$ cat src/pkg/utopia_phy_defs.svh
// Constants of the PHY-side cell port: addresses, thresholds.
// Assumes inclusion by the package and the design file only.
`ifndef UTOPIA_PHY_DEFS_SVH
`define UTOPIA_PHY_DEFS_SVH

// ----------------------------------------
// Port addressing
// ----------------------------------------
`define ADDR_W        5
`define NULL_PORT     5'h1F

// ----------------------------------------
// Bus widths
// ----------------------------------------
`define WORD_W        16
`define LOW_OCTET_W   8

// ----------------------------------------
// Flow control
// ----------------------------------------
`define WRITE_MARGIN  4
`define FIFO_DEPTH    8

`endif

$ cat src/pkg/utopia_phy_pkg.sv
// Types shared by the cell port and its testbench.
// Assumes the defs header sits on the include path.
`include "utopia_phy_defs.svh"

package utopia_phy_pkg;

  // ----------------------------------------
  // Carriers
  // ----------------------------------------
  typedef struct packed {
    logic                 soc;
    logic [`WORD_W-1:0]   data;
  } cellWord_s;

  // ----------------------------------------
  // Receive selection
  // ----------------------------------------
  typedef enum logic {
    RX_IDLE,
    RX_SEL
  } rxSel_e;

endpackage : utopia_phy_pkg

$ cat src/rtl/utopia_l2_phy_cell_port.sv
// PHY-side multi-PHY cell port with transmit FIFO and receive output stage.
// Assumes both link clocks come from the ATM layer, far slower than clk_sys.
`timescale 1ns/1ns
`include "utopia_phy_defs.svh"

// ----------------------------------------
// Word FIFO
// ----------------------------------------
module cell_word_fifo #(
  parameter int WIDTH = 17,
  parameter int DEPTH = `FIFO_DEPTH
) (
  input  wire logic                     clk_sys,
  input  wire logic                     rstn,
  input  wire logic [WIDTH-1:0]         inData,
  input  wire logic                     inValid,
  output logic                          inReady,
  output logic [WIDTH-1:0]              outData,
  output logic                          outValid,
  input  wire logic                     outReady,
  output logic [$clog2(DEPTH+1)-1:0]    fill
);
  localparam int PW = $clog2(DEPTH);

  if (DEPTH < 2 || (1 << PW) != DEPTH) begin : badDepth
    $error("FIFO depth must be a power of two, at least 2");
  end

  logic [WIDTH-1:0]           mem [DEPTH];
  logic [PW-1:0]              wrPtr_q;
  logic [PW-1:0]              rdPtr_q;
  logic [$clog2(DEPTH+1)-1:0] count_q;
  logic                       push;
  logic                       pop;

  assign inReady  = (count_q != ($clog2(DEPTH+1))'(DEPTH));
  assign outValid = (count_q != '0);
  assign outData  = mem[rdPtr_q];
  assign fill     = count_q;
  assign push     = inValid && inReady;
  assign pop      = outValid && outReady;

  always_ff @(posedge clk_sys) begin
    if (!rstn) begin
      for (int i = 0; i < DEPTH; i++) begin
        mem[i] <= '0;
      end
    end else if (push) begin
      mem[wrPtr_q] <= inData;
    end
  end

  always_ff @(posedge clk_sys) begin
    if (!rstn) begin
      wrPtr_q <= '0;
      rdPtr_q <= '0;
      count_q <= '0;
    end else begin
      if (push) begin
        wrPtr_q <= wrPtr_q + 1'b1;
      end
      if (pop) begin
        rdPtr_q <= rdPtr_q + 1'b1;
      end
      if (push && !pop) begin
        count_q <= count_q + 1'b1;
      end else if (pop && !push) begin
        count_q <= count_q - 1'b1;
      end
    end
  end

endmodule : cell_word_fifo

// What this block does
// - Octet mode: space indicator goes low when four or fewer writes remain.
// - Cell mode: space indicator driven only the cycle after own address seen.
// - Polled answer is high when a whole cell fits, else low.
// - Cell mode: space indicator floats whenever not answering own poll.
// - Receive strobe low means data and start flag sampled next cycle end.
// - Receive data and start flag drive only after a strobed cycle.
// - Five-bit port address, bit 4 top; in cell mode address 31 is never answered.
// - In cell mode the port answers only on its own address; it is selected for receive only on its own address; writes are taken at any address.
// - Receive bus carries high octet MSB on bit 15, low on bit 7.
// - Transmit data checked for odd parity, low byte or all 16 bits.
// - Receive parity is odd over low byte or 16 bits, floats like data.
module utopia_l2_phy_cell_port
  import utopia_phy_pkg::*;
#(
  parameter int FIFO_DEPTH = `FIFO_DEPTH
) (
  input  wire logic                clk_sys,
  input  wire logic                rstn,
  input  wire logic [`ADDR_W-1:0]  phyAddr,
  input  wire logic                cellMode,
  input  wire logic                wide16,
  input  wire logic                tx_byte_clock,
  input  wire logic                tx_write_strobe_n,
  input  wire logic [`ADDR_W-1:0]  tx_port_select,
  input  wire logic [`WORD_W-1:0]  tx_word_bus,
  input  wire logic                tx_cell_first_flag,
  input  wire logic                tx_parity_in,
  output logic                     tx_space_indicator,
  output logic                     tx_space_indicator_oe,
  output cellWord_s                txOut,
  output logic                     txOutValid,
  input  wire logic                txOutReady,
  input  wire logic                txCellRoom,
  output logic                     txParityErr,
  output logic                     txOverrun,
  input  wire logic                rx_byte_clock,
  input  wire logic                rx_read_strobe_n,
  input  wire logic [`ADDR_W-1:0]  rx_port_select,
  output logic [`WORD_W-1:0]       rx_word_bus,
  output logic                     rx_word_bus_oe,
  output logic                     rx_cell_first_flag,
  output logic                     rx_cell_first_flag_oe,
  output logic                     rx_parity_out,
  output logic                     rx_parity_out_oe,
  output logic                     rxCellAvail,
  output logic                     rxCellAvail_oe,
  input  cellWord_s                rxIn,
  input  wire logic                rxInValid,
  output logic                     rxInReady,
  input  wire logic                rxCellReady
);
  localparam int TXW = 1 + 1 + `ADDR_W + `WORD_W + 1 + 1;
  localparam int RXW = 1 + 1 + `ADDR_W;
  localparam int FW  = $clog2(FIFO_DEPTH + 1);

  if (FIFO_DEPTH <= `WRITE_MARGIN) begin : badFifo
    $error("FIFO must be deeper than the write margin");
  end

  // ----------------------------------------
  // Pin synchronisers
  // ----------------------------------------
  // Whole pin groups pass two stages together, so clock and data keep their
  // relative timing; the link clock is slow enough for that to hold.
  logic [TXW-1:0] txS1_q;
  logic [TXW-1:0] txS2_q;
  logic [RXW-1:0] rxS1_q;
  logic [RXW-1:0] rxS2_q;

  always_ff @(posedge clk_sys) begin
    if (!rstn) begin
      txS1_q <= {2'b01, {(TXW-2){1'b0}}};
      txS2_q <= {2'b01, {(TXW-2){1'b0}}};
      rxS1_q <= {2'b01, {(RXW-2){1'b0}}};
      rxS2_q <= {2'b01, {(RXW-2){1'b0}}};
    end else begin
      txS1_q <= {tx_byte_clock, tx_write_strobe_n, tx_port_select,
                 tx_word_bus, tx_cell_first_flag, tx_parity_in};
      txS2_q <= txS1_q;
      rxS1_q <= {rx_byte_clock, rx_read_strobe_n, rx_port_select};
      rxS2_q <= rxS1_q;
    end
  end

  logic               txClk;
  logic               txEnbN;
  logic [`ADDR_W-1:0] txAddr;
  logic [`WORD_W-1:0] txData;
  logic               txSoc;
  logic               txPar;
  logic               rxClk;
  logic               rxEnbN;
  logic [`ADDR_W-1:0] rxAddr;

  assign {txClk, txEnbN, txAddr, txData, txSoc, txPar} = txS2_q;
  assign {rxClk, rxEnbN, rxAddr} = rxS2_q;

  // ----------------------------------------
  // Link clock edges
  // ----------------------------------------
  logic txClkPrev_q;
  logic rxClkPrev_q;
  logic txRise;
  logic rxRise;

  always_ff @(posedge clk_sys) begin
    if (!rstn) begin
      txClkPrev_q <= 1'b0;
      rxClkPrev_q <= 1'b0;
    end else begin
      txClkPrev_q <= txClk;
      rxClkPrev_q <= rxClk;
    end
  end

  assign txRise = txClk && !txClkPrev_q;
  assign rxRise = rxClk && !rxClkPrev_q;

  // ----------------------------------------
  // Transmit write path
  // ----------------------------------------
  logic      txWrite;
  logic      txFifoReady;
  logic      txParGood;
  logic [FW-1:0] txFill;
  logic [FW-1:0] txFree;
  cellWord_s txWord;

  // Start flag is taken as given; the far side places it on the first word.
  assign txWord.soc  = txSoc;
  assign txWord.data = txData;
  assign txWrite     = txRise && !txEnbN;
  // Room left once this edge's write lands, so the margin is never overstated
  assign txFree      = FW'(FIFO_DEPTH) - txFill - FW'(txWrite && txFifoReady);
  assign txParGood   = wide16 ? ^{txData, txPar}
                              : ^{txData[`LOW_OCTET_W-1:0], txPar};

  cell_word_fifo #(
    .WIDTH ($bits(cellWord_s)),
    .DEPTH (FIFO_DEPTH)
  ) txFifo (
    .clk_sys  (clk_sys),
    .rstn     (rstn),
    .inData   (txWord),
    .inValid  (txWrite),
    .inReady  (txFifoReady),
    .outData  (txOut),
    .outValid (txOutValid),
    .outReady (txOutReady),
    .fill     (txFill)
  );

  always_ff @(posedge clk_sys) begin
    if (!rstn) begin
      txParityErr <= 1'b0;
      txOverrun   <= 1'b0;
    end else begin
      txParityErr <= txWrite && !txParGood;
      // Writes into a full FIFO are dropped; the pulse tells the user why
      txOverrun   <= txWrite && !txFifoReady;
    end
  end

  // ----------------------------------------
  // Transmit space indicator
  // ----------------------------------------
  logic txHit;

  assign txHit = (txAddr == phyAddr) && (txAddr != `NULL_PORT);

  always_ff @(posedge clk_sys) begin
    if (!rstn) begin
      tx_space_indicator    <= 1'b1;
      tx_space_indicator_oe <= 1'b0;
    end else if (txRise) begin
      if (cellMode) begin
        tx_space_indicator_oe <= txHit;
        tx_space_indicator    <= txCellRoom &&
                                 (txFree > FW'(`WRITE_MARGIN));
      end else begin
        tx_space_indicator_oe <= 1'b1;
        tx_space_indicator    <= (txFree > FW'(`WRITE_MARGIN));
      end
    end
  end

  // ----------------------------------------
  // Receive selection
  // ----------------------------------------
  rxSel_e rxSel_q;
  logic   rxEnbPrev_q;
  logic   rxHit;
  logic   rxSelNow;

  assign rxHit = (rxAddr == phyAddr) && (rxAddr != `NULL_PORT);
  // Selection is latched on the strobe's falling edge and kept while low
  assign rxSelNow  = !rxEnbN && (rxEnbPrev_q ? rxHit : (rxSel_q == RX_SEL));
  assign rxInReady = rxRise && rxSelNow;

  always_ff @(posedge clk_sys) begin
    if (!rstn) begin
      rxSel_q     <= RX_IDLE;
      rxEnbPrev_q <= 1'b1;
    end else if (rxRise) begin
      rxEnbPrev_q <= rxEnbN;
      if (!rxEnbN && rxEnbPrev_q) begin
        rxSel_q <= rxHit ? RX_SEL : RX_IDLE;
      end
    end
  end

  // ----------------------------------------
  // Receive output stage
  // ----------------------------------------
  logic [`WORD_W-1:0] rxWord;

  // Narrow mode keeps the unused high octet at zero
  assign rxWord = wide16 ? rxIn.data
                         : {{(`WORD_W-`LOW_OCTET_W){1'b0}},
                            rxIn.data[`LOW_OCTET_W-1:0]};

  always_ff @(posedge clk_sys) begin
    if (!rstn) begin
      rx_word_bus        <= '0;
      rx_cell_first_flag <= 1'b0;
      rx_parity_out      <= 1'b1;
    end else if (rxRise && rxSelNow) begin
      if (rxInValid) begin
        rx_word_bus        <= rxWord;
        rx_cell_first_flag <= rxIn.soc;
        rx_parity_out      <= ~^rxWord;
      end else begin
        // No word ready: the previous word stays, with the start flag down
        rx_cell_first_flag <= 1'b0;
      end
    end
  end

  always_ff @(posedge clk_sys) begin
    if (!rstn) begin
      rx_word_bus_oe        <= 1'b0;
      rx_cell_first_flag_oe <= 1'b0;
      rx_parity_out_oe      <= 1'b0;
    end else if (rxRise) begin
      rx_word_bus_oe        <= rxSelNow;
      rx_cell_first_flag_oe <= rxSelNow;
      rx_parity_out_oe      <= rxSelNow;
    end
  end

  // ----------------------------------------
  // Receive cell available
  // ----------------------------------------
  always_ff @(posedge clk_sys) begin
    if (!rstn) begin
      rxCellAvail    <= 1'b0;
      rxCellAvail_oe <= 1'b0;
    end else if (rxRise) begin
      if (cellMode) begin
        rxCellAvail_oe <= rxHit;
        rxCellAvail    <= rxCellReady;
      end else begin
        // Active high: low means nothing to deliver this cycle
        rxCellAvail_oe <= 1'b1;
        rxCellAvail    <= rxInValid;
      end
    end
  end

endmodule : utopia_l2_phy_cell_port

$ cat config.mk
export PLATFORM = sky130hd
export DESIGN_NAME = utopia_l2_phy_cell_port
export DESIGN_NICKNAME = d
export VERILOG_FILES = /design/src/pkg/utopia_phy_pkg.sv /design/src/rtl/utopia_l2_phy_cell_port.sv
export VERILOG_INCLUDE_DIRS = /design/src /design/src/pkg
export SDC_FILE = /design/constraint.sdc
export NUM_CORES = 1
export LEC_CHECK = 0
export BUFFER_PORTS_ARGS = -buffer_cell sky130_fd_sc_hd__buf_2
export CORE_MARGIN = 5
export CORE_UTILIZATION = 40
export DETAILED_ROUTE_END_ITERATION = 8
export MAX_ROUTING_LAYER = met4
export PLACE_DENSITY_LB_ADDON = 0.08
export SLEW_MARGIN = 20
export SYNTH_ARGS = -nofsm -noshare
export SYNTH_HDL_FRONTEND = slang
export SYNTH_HIERARCHICAL = 1
export SYNTH_SLANG_ARGS = --single-unit
$ cat constraint.sdc
create_clock -name clk_sys -period 8.3 [get_ports clk_sys]
set_input_delay 0.83 -clock clk_sys [delete_from_list [all_inputs] [get_ports clk_sys]]
set_output_delay 0.83 -clock clk_sys [all_outputs]
set_load 0.03 [all_outputs]
# == Word level (Yosys, flattened, before mapping) ==
# Memory sizes are Yosys's and may differ from the RTL's. A register that Yosys moved wholly into a read port is not among the register bits.
# Index checks and enable logic that the tools add are counted.
# word_totals
in_bits,62
ff_bits,103
output_inout_bits,46
ramBits,136
word_cells,85
n_memories,1
# op_classes
n_reduce_logical,31
n_eq_ne,5
muxes,20
n_lt_le_gt_ge,1
add_sub_neg,6
# memory_table
name,depth,width,rd,rd_ports_with_merged_regs,write_ports,line,text
txFifo.mem,8,17,1,1,8,utopia_l2_phy_cell_port.sv:29,logic [WIDTH-1:0] mem [DEPTH];
# op_table
op,n
17-bit two-way mux,1
17-bit OR reduction,1
17-bit XOR reduction,1
16-bit two-way mux,1
16-bit XNOR reduction,1
1-bit logical AND,15
1-bit two-way mux,13
5-bit equality test,2
"5-bit != test, second input constant",2
3-bit two-way mux,3
9-bit XOR reduction,1
1-bit zero test,8
4-bit two-way mux,2
"3-bit by 1-bit adder with 3-bit output, second input constant",2
"4-bit by 1-bit adder with 4-bit output, second input constant",1
"4-bit by 3-bit greater-than comparator with 1-bit output, second input constant",1
"4-bit != test, second input constant",1
2-bit AND reduction,2
4-bit nonzero test,1
4-bit by 1-bit subtractor with 4-bit output,1
"4-bit by 1-bit subtractor with 4-bit output, second input constant",1
"4-bit subtractor, first input constant",1
2-bit nonzero test,1

# == Depth between registers and ports, before layout ==
# depth
depth_word,9
mapped_depth,12
ltp_nobuf,12

# == Hierarchy ==
# The synthesis kept the hierarchy.
# by_module_without_submodules
mod,n_inst,seq_area_each_um2,area_per_inst_um2,cells_per_inst
cell_word_fifo,1,4344.2,6545.0,461
utopia_l2_phy_cell_port,1,1861.8,3379.5,330

# == Least setup slack after synthesis ==
# OpenSTA, ideal clock, no wires.
# synth_path
path_type,register to register
startpoint,register txClkPrev_q
endpoint,"memory txFifo.mem[0][0], enable pin"
stages_incl_launch_ff,8
t_arrival_ns,2.606
setup_time_ns,0.415
path_buffers,2
period_less_slack_ns,3.021
required_ns,7.885
path_slack_ns,5.279
cell_sequence,dfxtp_1 -> nand2b_1 -> nor2_1 -> and2_1 -> buf_6 -> or3b_1 -> buf_6 -> o21ai_0
# synth_rtl
element,line,text
start: declaration,utopia_l2_phy_cell_port.sv:176,logic txClkPrev_q;
start signal: assignment,utopia_l2_phy_cell_port.sv:186,txClkPrev_q <= txClk;
end: declaration,utopia_l2_phy_cell_port.sv:29,

==> run metrics <==
status completed; drt initial violations 372; Routed WL per cell 18.44 µm; initial antenna violation count 1; Area Overhead vs Synth 16.02%; first-pass GRT wire length 35800 µm; achievable frequency 293.5 MHz; IO Port Bufs 107; drc violations 0; Setup TNS 0 ps; clk sinks 242; cts bufs inserted 26; Mean Syn Cell Area 12.55 µm²; Post-synth EDFFs 136; fraction of layout cells with a size suffix above 1 24.36%; VDD IR max 0.0001821 V; Top FF cell, synth edfxtp_1; Synth Area in Adders 1.210%; Mapped Cells 791; complex-gate fraction of the synthesized area 3.971%; core footprint 24390 µm²; final net count 958; Via density 5.056; DIE HEIGHT 167.5 µm; CP arrival 3630 ps; unrepaired setup endpoints after global routing false; final core occ 47.21%; Clk Tree Root Cell clkbuf_16; cts hold-fix bufs 0; detailed-route via count 6209; Die X 167.5 µm; final hold viol count 0; Max Cap Viol 0; Synth async-reset ratio 0%; CTS tree built; FP Rows 57; fin crit share 41.04%; Seq cells post-synth 242; origin of the worst setup path txClkPrev_q$_SDFF_PN0_; GRT Overall Usage 16.42%; Overall Power 0.003012 W; Slew Viols, Final 0; Post-Synth XOR/XNOR Area 4.022%; reg2reg start txClkPrev_q$_SDFF_PN0_; Yosys cell types 46; Setup crit start kind register; mapped cell area 9925 µm²; Worst EP required 8520 ps; DIE AREA 28060 µm²; GRT Residual Overflow 0; Synth Net Count 862; pwr dens 261.6 nW/µm²; Routed Wire Length 22640 µm; vias in the first global route 6543; CP max FO 36; 1st-pass router iterations 5; hpwl dp 14950 µm; leakage power 4.155 nW; largest family of logic cells by synthesized area simple AND/OR/NAND/NOR gates; register area share after synthesis 62.53%; max_slew headroom 29.93%; post-CTS sizing 0; Skew-Pair Late Insertion Delay 520 ps; clock skew 11.09 ps; # setup viols final 0; GP Congestion 0.7711; Worst Max-Slew Pin Slew 1045 ps; DP Cell Count 1183; Hold Path Origin txS1_q[23]$_SDFF_PN1_; CP Capture Type register; critical path class reg2reg; largest net degree at the start of global routing 94; Max clock buf depth 3; Yosys warning count 6; CTS H-Tree Depth 1; Initial Utilization 40.69%; Antenna Violating Nets Remaining 0; mux contribution to synthesized area 10.16%; Hold Path Class reg2reg; Tmin final 3407 ps; fin cells 1228; clock-pin transition on the worst setup and hold timing paths 60 ps; postcts setup bufs 0; io pins 108; Simple-Gate Fraction of Synth Area 15.00%
==> metal layers <==
metal  global-route usage (%)  wire length [µm]
met4                    4.446               543
met2                    26.57             10880
met3                    3.112              1411
met5                        -                 0
met1                    21.40              9803
==> state kept, by name, summed over array words and instances (netlist names), 3 cells and up, named ones only <==
signal and cells:
txS2_q 25, rxS1_q 7, txFifo/wrPtr_q 3, rx_word_bus 16, txFifo/rdPtr_q 3, txFifo/mem 136, txFifo/fill 4, txS1_q 25
rxS2_q 7
==> stage by stage <==
stage | area, µm² | setup WS, ps | hold WS, ps
floorplan | 9925 | 5279 | 386.3
global placement | 10690 | 4826 | 396.0
detailed placement | 10700 | 4750 | 402.1
CTS | 11500 | 4742 | 421.4
global route | 11510 | 4604 | 434.9
finish | 11510 | 4893 | 414.3
==> layout by cell type (no fill, tap or decap), drive strengths merged, types with 11 or more instances in the layout <==
cell / n
nor2: 145
edfxtp: 136
buf: 117
dfxtp: 106
and2: 72
nand2: 44
clkbuf: 36
o21ai: 36
xnor2: 35
mux4: 34
a21oi: 20
mux2: 18
nand3: 12
nand4: 11
inv: 11
==> power breakdown <==
part | internal, W | total (W) | switching, W
clock | 0.000646 | 0.00109 | 0.000448
combinational | 0.000260 | 0.000551 | 0.000291
sequential | 0.00132 | 0.00137 | 0.0000482
total | 0.00222 | 0.00301 | 0.000787
==> synth_stat cells (2+ instances only) <==
| library cell | number | share of area, % |
|---|---|---|
| nor2_1 | 145 | 5.5 |
| edfxtp_1 | 136 | 41 |
| dfxtp_1 | 106 | 21 |
| and2_1 | 72 | 4.5 |
| nand2_1 | 44 | 1.7 |
| xnor2_1 | 35 | 3.1 |
| mux4_2 | 34 | 7.7 |
| o21ai_0 | 32 | 1.6 |
| clkbuf_1 | 23 | 0.87 |
| a21oi_1 | 20 | 1.0 |
| mux2_2 | 18 | 2.0 |
| buf_2 | 15 | 0.76 |
| inv_1 | 11 | 0.42 |
| nand3_1 | 11 | 0.55 |
| nand4_1 | 11 | 0.69 |
| ha_1 | 8 | 1.0 |
| xor2_1 | 8 | 0.71 |
| buf_6 | 7 | 0.79 |
| nand2b_1 | 7 | 0.44 |
| nor2b_1 | 5 | 0.32 |
| a211oi_1 | 4 | 0.30 |
| a31oi_1 | 4 | 0.25 |
| mux2i_1 | 4 | 0.40 |
| nor3_1 | 4 | 0.20 |
| buf_4 | 3 | 0.23 |
| o21ai_1 | 3 | 0.15 |
| nand3b_2 | 2 | 0.23 |
==> area by class of cell <==
class | instances | area (µm²)
Clock inverter | 8 | 62.56
Clock buffer | 36 | 739.5
Inverter | 11 | 41.29
Multi-Input combinational cell | 489 | 3445
Fill cell | 2237 | 12880
Timing Repair Buffer | 117 | 610.6
Tap cell | 324 | 405.4
Sequential cell | 242 | 6208
Antenna cell | 1 | 2.502
==> critical path: stages (launching register included) <==
cell and delay, ps:
dfxtp_1 310, nand2b_1 170, nor2_1 170, and2_1 380, nand3b_2 710, o21ai_1 1030
buf_4 330
==> path summary, 6_finish.rpt <==
kind | to | slack, ps | depth (start not counted)
max | txFifo/mem[1][8]$_SDFFCE_PN0P_ | 4890 | 6
min | txS2_q[23]$_SDFF_PN1_ | 410 | 1
max reg2reg | txFifo/mem[1][8]$_SDFFCE_PN0P_ | 4890 | 6
min reg2reg | txS2_q[23]$_SDFF_PN1_ | 410 | 1
==> logic make-up after synthesis <==
family | after synthesis
xor gates and xnor gates | 44
and+or+nand+nor | 311
DFF | 242
buffers and inverters | 60
muxes | 56
adders and majority gates | 9
AOI/OAI and AO/OA | 69
No activity file was read; power rests on OpenSTA's default activity.
